<file path="config.mk">
export PLATFORM = sky130hd
export DESIGN_NAME = strobe_gate_ctrl
export DESIGN_NICKNAME = d
export VERILOG_FILES = /design/src/hdl/strobe_gate_pkg.sv /design/src/hdl/strobe_gate_ctrl.sv /design/src/hdl/strobe_qualifier.sv
export SDC_FILE = /design/constraint.sdc
export NUM_CORES = 1
export LEC_CHECK = 0
export ABC_AREA = 1
export BUFFER_PORTS_ARGS = -buffer_cell sky130_fd_sc_hd__buf_2
export CAP_MARGIN = 10
export CORE_MARGIN = 8
export CORE_UTILIZATION = 40
export DETAILED_ROUTE_END_ITERATION = 16
export PLACE_DENSITY = 0.69
export SYNTH_ARGS = -nofsm -noshare
export SYNTH_HDL_FRONTEND = slang
export SYNTH_SLANG_ARGS = --single-unit
export TNS_END_PERCENT = 1
</file>
<file path="constraint.sdc">
create_clock -name pclk -period 2.6 [get_ports pclk]
set_clock_uncertainty 0.1 [all_clocks]
set_input_delay 0.52 -clock pclk [delete_from_list [all_inputs] [get_ports pclk]]
set_output_delay 0.52 -clock pclk [all_outputs]
set_load 0.01 [all_outputs]
</file>
<file path="src/hdl/strobe_gate_pkg.sv">
// Constants, register map and carrier types for the alignment strobe gating block.
// Assumes an APB master on pclk with 32-bit data; offsets are register indices.
// How it works
// - Filter enable high: every qualified strobe resyncs the filter decimator, repeatedly.
// - No stage gets any strobe while the master buffer enable bit is low.
// - Wide oscillator next-only: sync on first strobe, then clear its enable bit.
// - Wide oscillator enable high: each strobe restarts its accumulator at phase offset.
// - Sensitivity bit 0 selects level qualification, 1 selects edge qualification.
// - In edge mode, edge select 0 means falling edge, 1 means rising edge.
// - Low-latency select bit 1 routes the datapath to the low-latency oscillator.
// - Master enable must be high before any strobe function works; low saves power.
// - Filter next-only bit: resync the filter on the first strobe only.
// - Quarter-rate enable gates its strobes; with next-only it clears after one.
// - Phase offset loads into the oscillator on start and on every resync.
package strobe_gate_pkg;

    // Register indices; byte address is four times the index.
    localparam logic [7:0] MASTER_IDX   = 8'h3a;
    localparam logic [7:0] STAGE_IDX    = 8'h58;
    localparam logic [7:0] PIN_IDX      = 8'h59;
    localparam logic [7:0] OSC2_IDX     = 8'h5a;
    localparam logic [7:0] PHASE_IDX    = 8'h5b;

    // Field positions.
    localparam int MASTER_EN_BIT   = 0;
    localparam int WIDE_EN_BIT     = 0;
    localparam int WIDE_NEXT_BIT   = 1;
    localparam int FILT_EN_BIT     = 4;
    localparam int FILT_NEXT_BIT   = 5;
    localparam int QTR_EN_BIT      = 6;
    localparam int QTR_NEXT_BIT    = 7;
    localparam int EDGE_SEL_BIT    = 0;
    localparam int SENSE_BIT       = 1;
    localparam int LOWLAT_BIT      = 0;

    // Reset values.
    localparam logic [7:0]  MASTER_RST = 8'h00;
    localparam logic [7:0]  STAGE_RST  = 8'h00;
    localparam logic [7:0]  PIN_RST    = 8'h00;
    localparam logic [7:0]  OSC2_RST   = 8'h00;
    localparam logic [15:0] PHASE_RST  = 16'h0000;

    // Writable bit masks; other bits are reserved and read zero.
    localparam logic [7:0] MASTER_MASK = 8'h01;
    localparam logic [7:0] STAGE_MASK  = 8'hf3;
    localparam logic [7:0] PIN_MASK    = 8'h03;
    localparam logic [7:0] OSC2_MASK   = 8'h01;

    // Per-stage sync pulses to the processing stages.
    typedef struct packed {
        logic filter_sync;
        logic wide_osc_sync;
        logic qtr_osc_sync;
    } stage_sync_t;

endpackage

</file>
<file path="src/hdl/strobe_gate_ctrl.sv">
// Top of the alignment strobe gating block: APB registers, gates, one-shot clears.
// Assumes an APB master on pclk and an asynchronous strobe pin from system logic.
`timescale 1ns/10ps
module strobe_gate_ctrl
    import strobe_gate_pkg::*;
(
    input  wire logic        pclk,
    input  wire logic        presetn,
    input  wire logic        ce,
    input  wire logic        psel,
    input  wire logic        penable,
    input  wire logic        pwrite,
    input  wire logic [11:0] paddr,
    input  wire logic [31:0] pwdata,
    output logic      [31:0] prdata,
    output logic             pready,
    output logic             pslverr,
    input  wire logic        strobe_pin,
    output stage_sync_t      stage_sync,
    output logic             wide_osc_load,
    output logic      [15:0] phase_offset,
    output logic             low_latency_sel,
    output logic             strobe_buf_en
);
    ////////////////////////////////////////////////////////////////////////////////
    // Storage, stage layout and internal nets.

    // Stages in loop order: 0 filter, 1 wide oscillator, 2 quarter-rate oscillator.
    localparam int NUM_STAGES = 3;

    // Enable and next-only bit positions of each stage, three bits per stage.
    // Stage 0 sits in the lowest three bits of each constant.
    localparam logic [8:0] EN_POS   = {3'(QTR_EN_BIT), 3'(WIDE_EN_BIT), 3'(FILT_EN_BIT)};
    localparam logic [8:0] NEXT_POS = {3'(QTR_NEXT_BIT), 3'(WIDE_NEXT_BIT), 3'(FILT_NEXT_BIT)};

    logic [7:0]                 master_r;
    logic [7:0]                 stage_r;
    logic [7:0]                 stage_nxt;
    logic [7:0]                 pin_r;
    logic [7:0]                 osc2_r;
    logic [15:0]                phase_r;
    logic [31:0]                rdata_r;
    logic                       qual_w;
    wire  [NUM_STAGES-1:0]      go_w;
    wire  [NUM_STAGES-1:0][7:0] clr_mask_w;
    logic [NUM_STAGES-1:0]      pulse_r;
    logic                       load_r;

    ////////////////////////////////////////////////////////////////////////////////
    // Register bus decode.

    // Zero-wait slave: the access phase completes at its first edge.
    // Every qualifier below includes ce, so a frozen block takes no write
    // and captures no read data.
    wire        access_w   = psel & penable & ce;
    wire        wr_w       = access_w & pwrite;
    wire        rd_setup_w = psel & ~penable & ~pwrite & ce;
    wire [9:0]  idx_full   = paddr[11:2];
    wire [7:0]  idx_w      = idx_full[7:0];

    // Only aligned words whose index fits in eight bits can hit a register.
    wire        hi_zero  = (idx_full[9:8] == 2'b00) & (paddr[1:0] == 2'b00);
    wire        hit_m    = hi_zero & (idx_w == MASTER_IDX);
    wire        hit_s    = hi_zero & (idx_w == STAGE_IDX);
    wire        hit_p    = hi_zero & (idx_w == PIN_IDX);
    wire        hit_o    = hi_zero & (idx_w == OSC2_IDX);
    wire        hit_ph   = hi_zero & (idx_w == PHASE_IDX);
    wire        hit_any  = hit_m | hit_s | hit_p | hit_o | hit_ph;

    // The slave never stretches a transfer; only unmapped words are flagged.
    assign pready  = 1'b1;
    assign pslverr = access_w & ~hit_any;
    assign prdata  = rdata_r;

    // Read data mux; reserved bits and unmapped addresses read zero.
    wire [31:0] rmux_w = hit_m  ? {24'h00_0000, master_r} :
                         hit_s  ? {24'h00_0000, stage_r}  :
                         hit_p  ? {24'h00_0000, pin_r}    :
                         hit_o  ? {24'h00_0000, osc2_r}   :
                         hit_ph ? {16'h0000, phase_r}     : 32'h0000_0000;

    ////////////////////////////////////////////////////////////////////////////////
    // Strobe qualification.

    // The qualifier synchronizes the pin through two flip-flops before any logic
    // looks at it, so a strobe reaches the stage outputs two edges after the
    // pin is first sampled high. In level mode it pulses on every high cycle.
    strobe_qualifier strobe_qualifier_inst (
        .pclk       (pclk),
        .presetn    (presetn),
        .ce         (ce),
        .strobe_pin (strobe_pin),
        .edge_mode  (pin_r[SENSE_BIT]),
        .rising_sel (pin_r[EDGE_SEL_BIT]),
        .qual_pulse (qual_w)
    );

    // Master gate shared by every stage; with the bit low nothing passes.
    wire master_w = master_r[MASTER_EN_BIT];
    wire gated_w  = qual_w & master_w;

    ////////////////////////////////////////////////////////////////////////////////
    // Per-stage gates and one-shot clears.

    // Each stage passes the gated strobe while its enable bit is high. When its
    // next-only bit is also set, the same strobe clears the enable bit, so the
    // stage syncs once and ignores later strobes until software enables it again.
    genvar g;
    for (g = 0; g < NUM_STAGES; g = g + 1) begin : gen_stage
        localparam logic [2:0] EN_AT   = EN_POS[3*g +: 3];
        localparam logic [2:0] NEXT_AT = NEXT_POS[3*g +: 3];
        assign go_w[g]       = gated_w & stage_r[EN_AT];
        assign clr_mask_w[g] = (go_w[g] & stage_r[NEXT_AT]) ? (8'h01 << EN_AT)
                                                            : 8'h00;
    end

    // Software writes land first; a one-shot clear in the same cycle then wins,
    // so a strobe that arrives with the write still disarms the stage.
    wire [7:0] clr_all_w  = clr_mask_w[0] | clr_mask_w[1] | clr_mask_w[2];
    wire [7:0] stage_wr_w = (wr_w & hit_s) ? (pwdata[7:0] & STAGE_MASK) : stage_r;
    assign stage_nxt      = stage_wr_w & ~clr_all_w;

    // Starting the wide oscillator from software also reloads its phase.
    wire wide_start_w = wr_w & hit_s & pwdata[WIDE_EN_BIT] & ~stage_r[WIDE_EN_BIT];

    ////////////////////////////////////////////////////////////////////////////////
    // Registers.

    // Master strobe buffer enable; reserved bits are masked off on write.
    always_ff @(posedge pclk or negedge presetn) begin
        if (!presetn) begin
            master_r <= MASTER_RST;
        end else if (wr_w && hit_m) begin
            master_r <= pwdata[7:0] & MASTER_MASK;
        end
    end

    // Stage enables; ce freezes the one-shot clears as well as the writes.
    always_ff @(posedge pclk or negedge presetn) begin
        if (!presetn) begin
            stage_r <= STAGE_RST;
        end else if (ce) begin
            stage_r <= stage_nxt;
        end
    end

    // Pin sensitivity and edge polarity.
    always_ff @(posedge pclk or negedge presetn) begin
        if (!presetn) begin
            pin_r <= PIN_RST;
        end else if (wr_w && hit_p) begin
            pin_r <= pwdata[7:0] & PIN_MASK;
        end
    end

    // Low-latency oscillator select.
    always_ff @(posedge pclk or negedge presetn) begin
        if (!presetn) begin
            osc2_r <= OSC2_RST;
        end else if (wr_w && hit_o) begin
            osc2_r <= pwdata[7:0] & OSC2_MASK;
        end
    end

    // Phase offset handed to the wide oscillator on every load.
    always_ff @(posedge pclk or negedge presetn) begin
        if (!presetn) begin
            phase_r <= PHASE_RST;
        end else if (wr_w && hit_ph) begin
            phase_r <= pwdata[15:0];
        end
    end

    // Read data is captured in the setup cycle and stands through the access.
    // A one-shot clear landing between setup and access shows on the next read.
    always_ff @(posedge pclk or negedge presetn) begin
        if (!presetn) begin
            rdata_r <= 32'h0000_0000;
        end else if (rd_setup_w) begin
            rdata_r <= rmux_w;
        end
    end

    ////////////////////////////////////////////////////////////////////////////////
    // Stage outputs.

    // Registered stage pulses and the phase load, one cycle each.
    always_ff @(posedge pclk or negedge presetn) begin
        if (!presetn) begin
            pulse_r <= '0;
            load_r  <= 1'b0;
        end else if (ce) begin
            pulse_r <= go_w;
            load_r  <= go_w[1] | wide_start_w;
        end
    end

    // Struct order is filter, wide oscillator, quarter-rate, most significant first.
    assign stage_sync      = stage_sync_t'({pulse_r[0], pulse_r[1], pulse_r[2]});
    assign wide_osc_load   = load_r;
    assign phase_offset    = phase_r;
    assign low_latency_sel = osc2_r[LOWLAT_BIT];
    assign strobe_buf_en   = master_w;

endmodule

</file>
<file path="src/hdl/strobe_qualifier.sv">
// Synchronizes the alignment strobe pin and qualifies level or edge events.
// Assumes the pin is asynchronous to pclk.
`timescale 1ns/10ps
module strobe_qualifier
    import strobe_gate_pkg::*;
(
    input  wire logic pclk,
    input  wire logic presetn,
    input  wire logic ce,
    input  wire logic strobe_pin,
    input  wire logic edge_mode,
    input  wire logic rising_sel,
    output logic      qual_pulse
);
    logic meta_r;
    logic sync_r;
    logic prev_r;

    // Two-stage synchronizer plus one history stage for edges.
    always_ff @(posedge pclk or negedge presetn) begin
        if (!presetn) begin
            meta_r <= 1'b0;
            sync_r <= 1'b0;
            prev_r <= 1'b0;
        end else if (ce) begin
            meta_r <= strobe_pin;
            sync_r <= meta_r;
            prev_r <= sync_r;
        end
    end

    wire rise_w  = sync_r & ~prev_r;
    wire fall_w  = ~sync_r & prev_r;
    wire edge_w  = rising_sel ? rise_w : fall_w;

    // Level mode gives a pulse per cycle the strobe stays high.
    assign qual_pulse = ce & (edge_mode ? edge_w : sync_r);

endmodule

</file>
==> results of run 1 <==
==> cell usage in the layout (no fill, tap or decap) <==
| cell type | netlist | final |
|---|---|---|
| inv_2 | 2 | 2 |
| o21ai_1 | 3 | 3 |
| nand2_1 | 79 | 79 |
| nor2_2 | 3 | 3 |
| buf_4 | 17 | 4 |
| inv_1 | 34 | 34 |
| nand2_2 | 4 | 4 |
| nor3_4 | 1 | 1 |
| nand2_4 | 1 | 1 |
| o21bai_1 | 1 | 1 |
| nand4_4 | 1 | 1 |
| o31ai_1 | 6 | 6 |
| and2_1 | 1 | 1 |
| clkbuf_1 | 0 | 1 |
| nand4_1 | 3 | 3 |
| o21ai_0 | 8 | 8 |
| nand3_4 | 1 | 1 |
| buf_2 | 0 | 73 |
| o31ai_2 | 4 | 4 |
| o21a_1 | 2 | 2 |
| a21oi_1 | 3 | 3 |
| o22ai_1 | 3 | 3 |
| o21ai_2 | 14 | 14 |
| nand3_1 | 18 | 18 |
| nor2_1 | 20 | 20 |
| nor2_8 | 2 | 2 |
| conb_1 | 2 | 17 |
| nor3_1 | 2 | 2 |
| dfrtp_1 | 49 | 49 |
| clkbuf_8 | 0 | 5 |
| o211ai_1 | 1 | 1 |
| clkinvlp_4 | 0 | 2 |
==> final timing paths <==
path,from,endpoint,cells past startpoint
setup / recovery,paddr[7],pslverr,8
hold / removal,presetn,strobe_qualifier_inst.prev_r,1
setup reg to reg,pin_r[0],stage_r[0],6
hold reg to reg,strobe_qualifier_inst.meta_r,strobe_qualifier_inst.meta_r,2
max in group asynchronous,presetn,prdata[13],2
min in group pclk,pwdata[8],phase_offset[8],3
==> registers in the layout, indices dropped and copies added, names as in the netlist <==
name and count:
master_r 1, strobe_qualifier_inst.meta_r 1, osc2_r 1, pulse_r 3, phase_offset 16, prdata 16, wide_osc_load 1, strobe_qualifier_inst.sync_r 1
pin_r 2, stage_r 6, strobe_qualifier_inst.prev_r 1
==> cells by family (layout without fill, tap and decap cells) <==
family / Yosys count / after routing / share of synthesized area
compound gates: 45 / 45 / 0.132
other cells: 2 / 17 / 0.00294
flops: 49 / 49 / 0.480
buf+inv: 59 / 121 / 0.131
simple gates: 136 / 136 / 0.253
==> metal layers <==
layer,vias to the layer above,wire [um],track usage
li1,1046,-,-
met2,54,2890,0.227
met1,960,2710,0.177
met3,5,413,0.0296
met4,0,74,0.0423
met5,-,0,0
==> area by class of cell <==
cell class | instances | area [um^2]
clock inverter | 2 | 15.0
timing repair buffer | 77 | 395
tap | 77 | 96.3
fill | 648 | 3290
sequential | 49 | 1230
clock buffer | 6 | 72.6
multi-input combinational | 198 | 1050
inverter | 36 | 135
==> per-stage QoR <==
| step | instances | area (um^2) | power, mW | hold slack, ns |
|---|---|---|---|---|
| 2_1_floorplan | 306 | 2610 | 0.867 | 0.124 |
| 3_3_place_gp | 437 | 2900 | 0.908 | 0.358 |
| 3_5_place_dp | 437 | 2900 | 0.910 | 0.364 |
| 4_1_cts | 445 | 2990 | 1.36 | 0.166 |
| 5_1_grt | 445 | 2990 | 1.40 | 0.198 |
| 6_report | 445 | 2990 | 1.34 | 0.143 |
==> where the power goes <==
part	internal, mW	leakage, nW	total [mW]	switching (mW)
Sequential	0.773	0.596	0.778	0.00565
Clock	0.190	0.0374	0.448	0.258
Combinational	0.0366	1.03	0.116	0.0795
Total	0.999	1.66	1.34	0.343
==> results.sh, run 1 <==
export IMPL_critPathLaunchType="primary input"
export IMPL_max_freq_ghz=0.452
export IMPL_io_buffer_count=73
export IMPL_worstPathArrival_ns=1.59
export IMPL_first_iter_violations=70
export IMPL_htreeDepth=2
export IMPL_insertion_delay_ns=0.30
export IMPL_antenna_cells=0
export IMPL_clock_root_buffer="clkbuf_8"
export IMPL_yosysMostFrequentCell="nand2_1"
export IMPL_hold_viol_final=0
export IMPL_finalSetupViolations=0
export IMPL_path_cells="buf_2, nor2_1, nand2_2, nor2_8, nand2_4, nand3_1, nor2_1, buf_2"
export IMPL_cts_sinks=49
export IMPL_synth_area_leader_cell="dfrtp_1"
export IMPL_cts_hold_buffers=0
export IMPL_vias=2065
export IMPL_synth_top_area_frac=0.480
export IMPL_drive_gt1_frac=0.318
export IMPL_ff2ff_setup_slack_ns=1.09
export IMPL_synth_commonest_cells="79 x nand2_1, 49 x dfrtp_1, 34 x inv_1"
export IMPL_grt_max_degree=31
export IMPL_grt_usage=0.138
export IMPL_fp_dieW_um=95.9
export IMPL_rsz0062_at_grt="false"
export IMPL_cpPeakStageDelay_ns=0.19
export IMPL_path_max_fanout=16
export IMPL_slew_violations=0
export IMPL_p_leak_nw=1.66
export IMPL_powerDensity_nw_per_um2=449
export IMPL_syn_to_final_growth_pct=17.1
export IMPL_layout_setup_ws_ns=0.387
export IMPL_relSlewSlack=0.556
export IMPL_final_util=0.476
export IMPL_tritoncts="done"
export IMPL_fin_tns_setup_ns=0
export IMPL_worst_pin_slew_ns=0.666
export IMPL_critPathRequiredTime_ns=1.98
export IMPL_endpoint_kind="output pin"
export IMPL_clkTransAtPathRegs_ns=0.09
export IMPL_post_route_min_period_ns=2.21
export IMPL_avgSynthCellArea_um2=8.77
export IMPL_synth_flop_cell="dfrtp_1"
export IMPL_max_cap_violations=0
export IMPL_grt_antenna_before_repair=0
export IMPL_die_area_um2=9190
export IMPL_row_count=29
export IMPL_fp_dieH_um=95.9
export IMPL_initial_core_util=0.407
export IMPL_irDropWorstVdd_v=0.000290
export IMPL_routabilityCongestion=0.897
export IMPL_post_cts_repair_setup_buffers=0
export IMPL_routed_wl_um=6090
export IMPL_first_global_vias=2035
export IMPL_cts_resized=0
export IMPL_ys_warn_count=0
export IMPL_crit_family="simple AND/OR/NAND/NOR gates"
export IMPL_worst_path_max_delay_cell="nand2_4"
export IMPL_via_per_inst=4.64
export IMPL_path_buf_inv=2
export IMPL_clk_path_buf_depth=2
export IMPL_wl_per_cell_um=13.7
export IMPL_io_pins=107
export IMPL_gr_total_overflow=0
export IMPL_period_share=0.851
export IMPL_synth_edf_count=0
export IMPL_grt_pass1_wl_um=10000
export IMPL_synth_area_leaders="dfrtp_1 48%, nand2_1 12%, buf_4 5.0%"
export IMPL_min_path_type="primary input to asynchronous set/reset pin"
export IMPL_synth_async_reset_ratio=1.00
export IMPL_drtPass1Iterations=4
export IMPL_yosysSeqAreaShare=0.480
export IMPL_syn_inst=291
export IMPL_pre_cts_ws_ns=0.369
export IMPL_cts_buffers=5
export IMPL_route_detailed_drc=0
export IMPL_ys_seq_elements=49
export IMPL_dp_hpwl_um=4790
export IMPL_synth_area_um2=2550
export IMPL_nNetsFinal=418
export IMPL_antenna_left=0
export IMPL_ys_types=32
export IMPL_setup_worst_path_class="primary input to output pin"
export IMPL_status="finished clean"
export IMPL_core_area_um2=6280
Note: power is estimated with default switching activity, not from simulation.
==> run 2: changes to the inputs <==
PLACE_DENSITY = default   (was 0.69)
PLACE_DENSITY_LB_ADDON = 0.1   (was default)
==> run 2 against run 1 <==
Net effect: hold slack got worse by 0.026 ns; largest power group unchanged; fmax fell by 1.4%; largest cell class unchanged; non-clock buffer count fell by 2.
==> results.sh, run 2 (synthesis results as in run 1) <==
export IMPL_status="finished clean"
export IMPL_die_area_um2=9190
export IMPL_fp_dieH_um=95.9
export IMPL_post_route_min_period_ns=2.25
export IMPL_irDropWorstVdd_v=0.000286
export IMPL_worst_path_max_delay_cell="nor2_1"
export IMPL_first_iter_violations=88
export IMPL_wl_per_cell_um=14.0
export IMPL_route_detailed_drc=0
export IMPL_critPathRequiredTime_ns=1.98
export IMPL_clk_path_buf_depth=2
export IMPL_grt_max_degree=28
export IMPL_path_buf_inv=2
export IMPL_setup_worst_path_class="primary input to output pin"
export IMPL_worst_pin_slew_ns=0.597
export IMPL_endpoint_kind="output pin"
export IMPL_crit_family="simple AND/OR/NAND/NOR gates"
export IMPL_powerDensity_nw_per_um2=483
export IMPL_critPathLaunchType="primary input"
export IMPL_core_area_um2=6280
export IMPL_htreeDepth=2
export IMPL_max_freq_ghz=0.445
export IMPL_antenna_cells=0
export IMPL_routed_wl_um=6180
export IMPL_layout_commonest_cell="nand2_1"
export IMPL_post_cts_repair_setup_buffers=0
export IMPL_max_cap_violations=0
export IMPL_row_count=29
export IMPL_total_power_mw=1.46
export IMPL_slew_violations=0
export IMPL_fin_tns_setup_ns=0
export IMPL_insertion_delay_ns=0.30
export IMPL_grt_usage=0.137
export IMPL_nNetsFinal=416
export IMPL_final_cell_mix="79 x nand2_1, 73 x buf_2, 49 x dfrtp_1"
export IMPL_io_buffer_count=73
export IMPL_cts_resized=0
export IMPL_rsz0062_at_grt="false"
export IMPL_cts_buffers=5
export IMPL_p_leak_nw=1.68
export IMPL_routabilityCongestion=0.831
export IMPL_first_global_vias=2010
export IMPL_clkTransAtPathRegs_ns=0.09
export IMPL_initial_core_util=0.407
export IMPL_tritoncts="done"
export IMPL_dp_hpwl_um=4820
export IMPL_cts_hold_buffers=0
export IMPL_finalSetupViolations=0
export IMPL_clock_root_buffer="clkbuf_8"
export IMPL_grt_pass1_wl_um=9890
export IMPL_via_per_inst=4.68
export IMPL_period_share=0.864
export IMPL_vias=2073
export IMPL_min_path_type="primary input to asynchronous set/reset pin"
export IMPL_cts_sinks=49
export IMPL_fp_dieW_um=95.9
export IMPL_antenna_left=0
export IMPL_drive_gt1_frac=0.314
export IMPL_io_pins=107
export IMPL_relSlewSlack=0.602
export IMPL_worstPathArrival_ns=1.63
export IMPL_gr_total_overflow=0
export IMPL_syn_to_final_growth_pct=18.6
export IMPL_hold_viol_final=0
export IMPL_cpPeakStageDelay_ns=0.35
export IMPL_drtPass1Iterations=4
export IMPL_path_max_fanout=4
export IMPL_path_cells="buf_2, nor2_2, nand2_2, nor2_1, nand2_1, nand3_1, nor2_1, buf_2"
export IMPL_hold_slack_ns=0.117
export IMPL_grt_antenna_before_repair=0
[run 2: changes by cell type in the layout (fill, tap and decap cells not counted)]
cell and delta:
buf_12 +2, buf_4 -4, bufinv_16 +1, clkbuf_8 +1
clkinvlp_4 -2
[run 2: per-layer routing]
| metal | up-vias | GRT usage | routed length [um] |
|---|---|---|---|
| li1 | 1040 | - | - |
| met2 | 71 | 0.220 | 2970 |
| met1 | 958 | 0.180 | 2720 |
| met5 | - | 0 | 0 |
| met4 | 0 | 0.0384 | 31 |
| met3 | 4 | 0.0320 | 467 |
[run 2: final timing paths]
kind | startpoint | to | slack [ns] | depth (start not counted)
max in group asynchronous | presetn | prdata[11] | 1.74 | 2
worst max-delay path | paddr[11] | pslverr | 0.35 | 8
worst min-delay path | presetn | pulse_r[0] | 0.12 | 1
worst min register to register | prdata[10] | prdata[10] | 0.38 | 2
worst max register to register | pin_r[0] | stage_r[0] | 1.07 | 6
min in group pclk | pwdata[10] | phase_offset[10] | 0.32 | 3
[run 2: worst register-to-register path, stage by stage, from the launching register on]
cell	delay, ns
dfrtp_1	0.42
nor2_1	0.11
nor2_1	0.04
nor3_1	0.33
nand3_1	0.23
nor2_1	0.13
a21oi_1	0.05
[run 2: stage by stage]
stage / area (um^2) / util / std cells / setup WS, ns
floorplan: 2610 / - / 306 / 0.679
global placement: 2910 / 0.464 / 435 / 0.367
detailed placement: 2910 / 0.464 / 435 / 0.353
CTS: 3030 / 0.482 / 443 / 0.345
global route: 3030 / 0.482 / 443 / 0.252
finish: 3030 / 0.482 / 443 / 0.354
[run 2: cell type report]
cell class,count,area (um^2)
Inverter,36,135
Clock inverter,1,30.0
Tap cell,77,96.3
Multi-Input combinational cell,198,1050
Sequential cell,49,1230
Fill cell,661,3250
Timing Repair Buffer,75,405
Clock buffer,7,86.3
[run 2: power breakdown]
part           switching (mW)  leakage [nW]  total (mW)  internal (mW)
combinational          0.0802          1.03       0.118         0.0376
clock                   0.252        0.0585       0.566          0.314
sequential            0.00584         0.596       0.778          0.772
total                   0.338          1.68        1.46           1.12
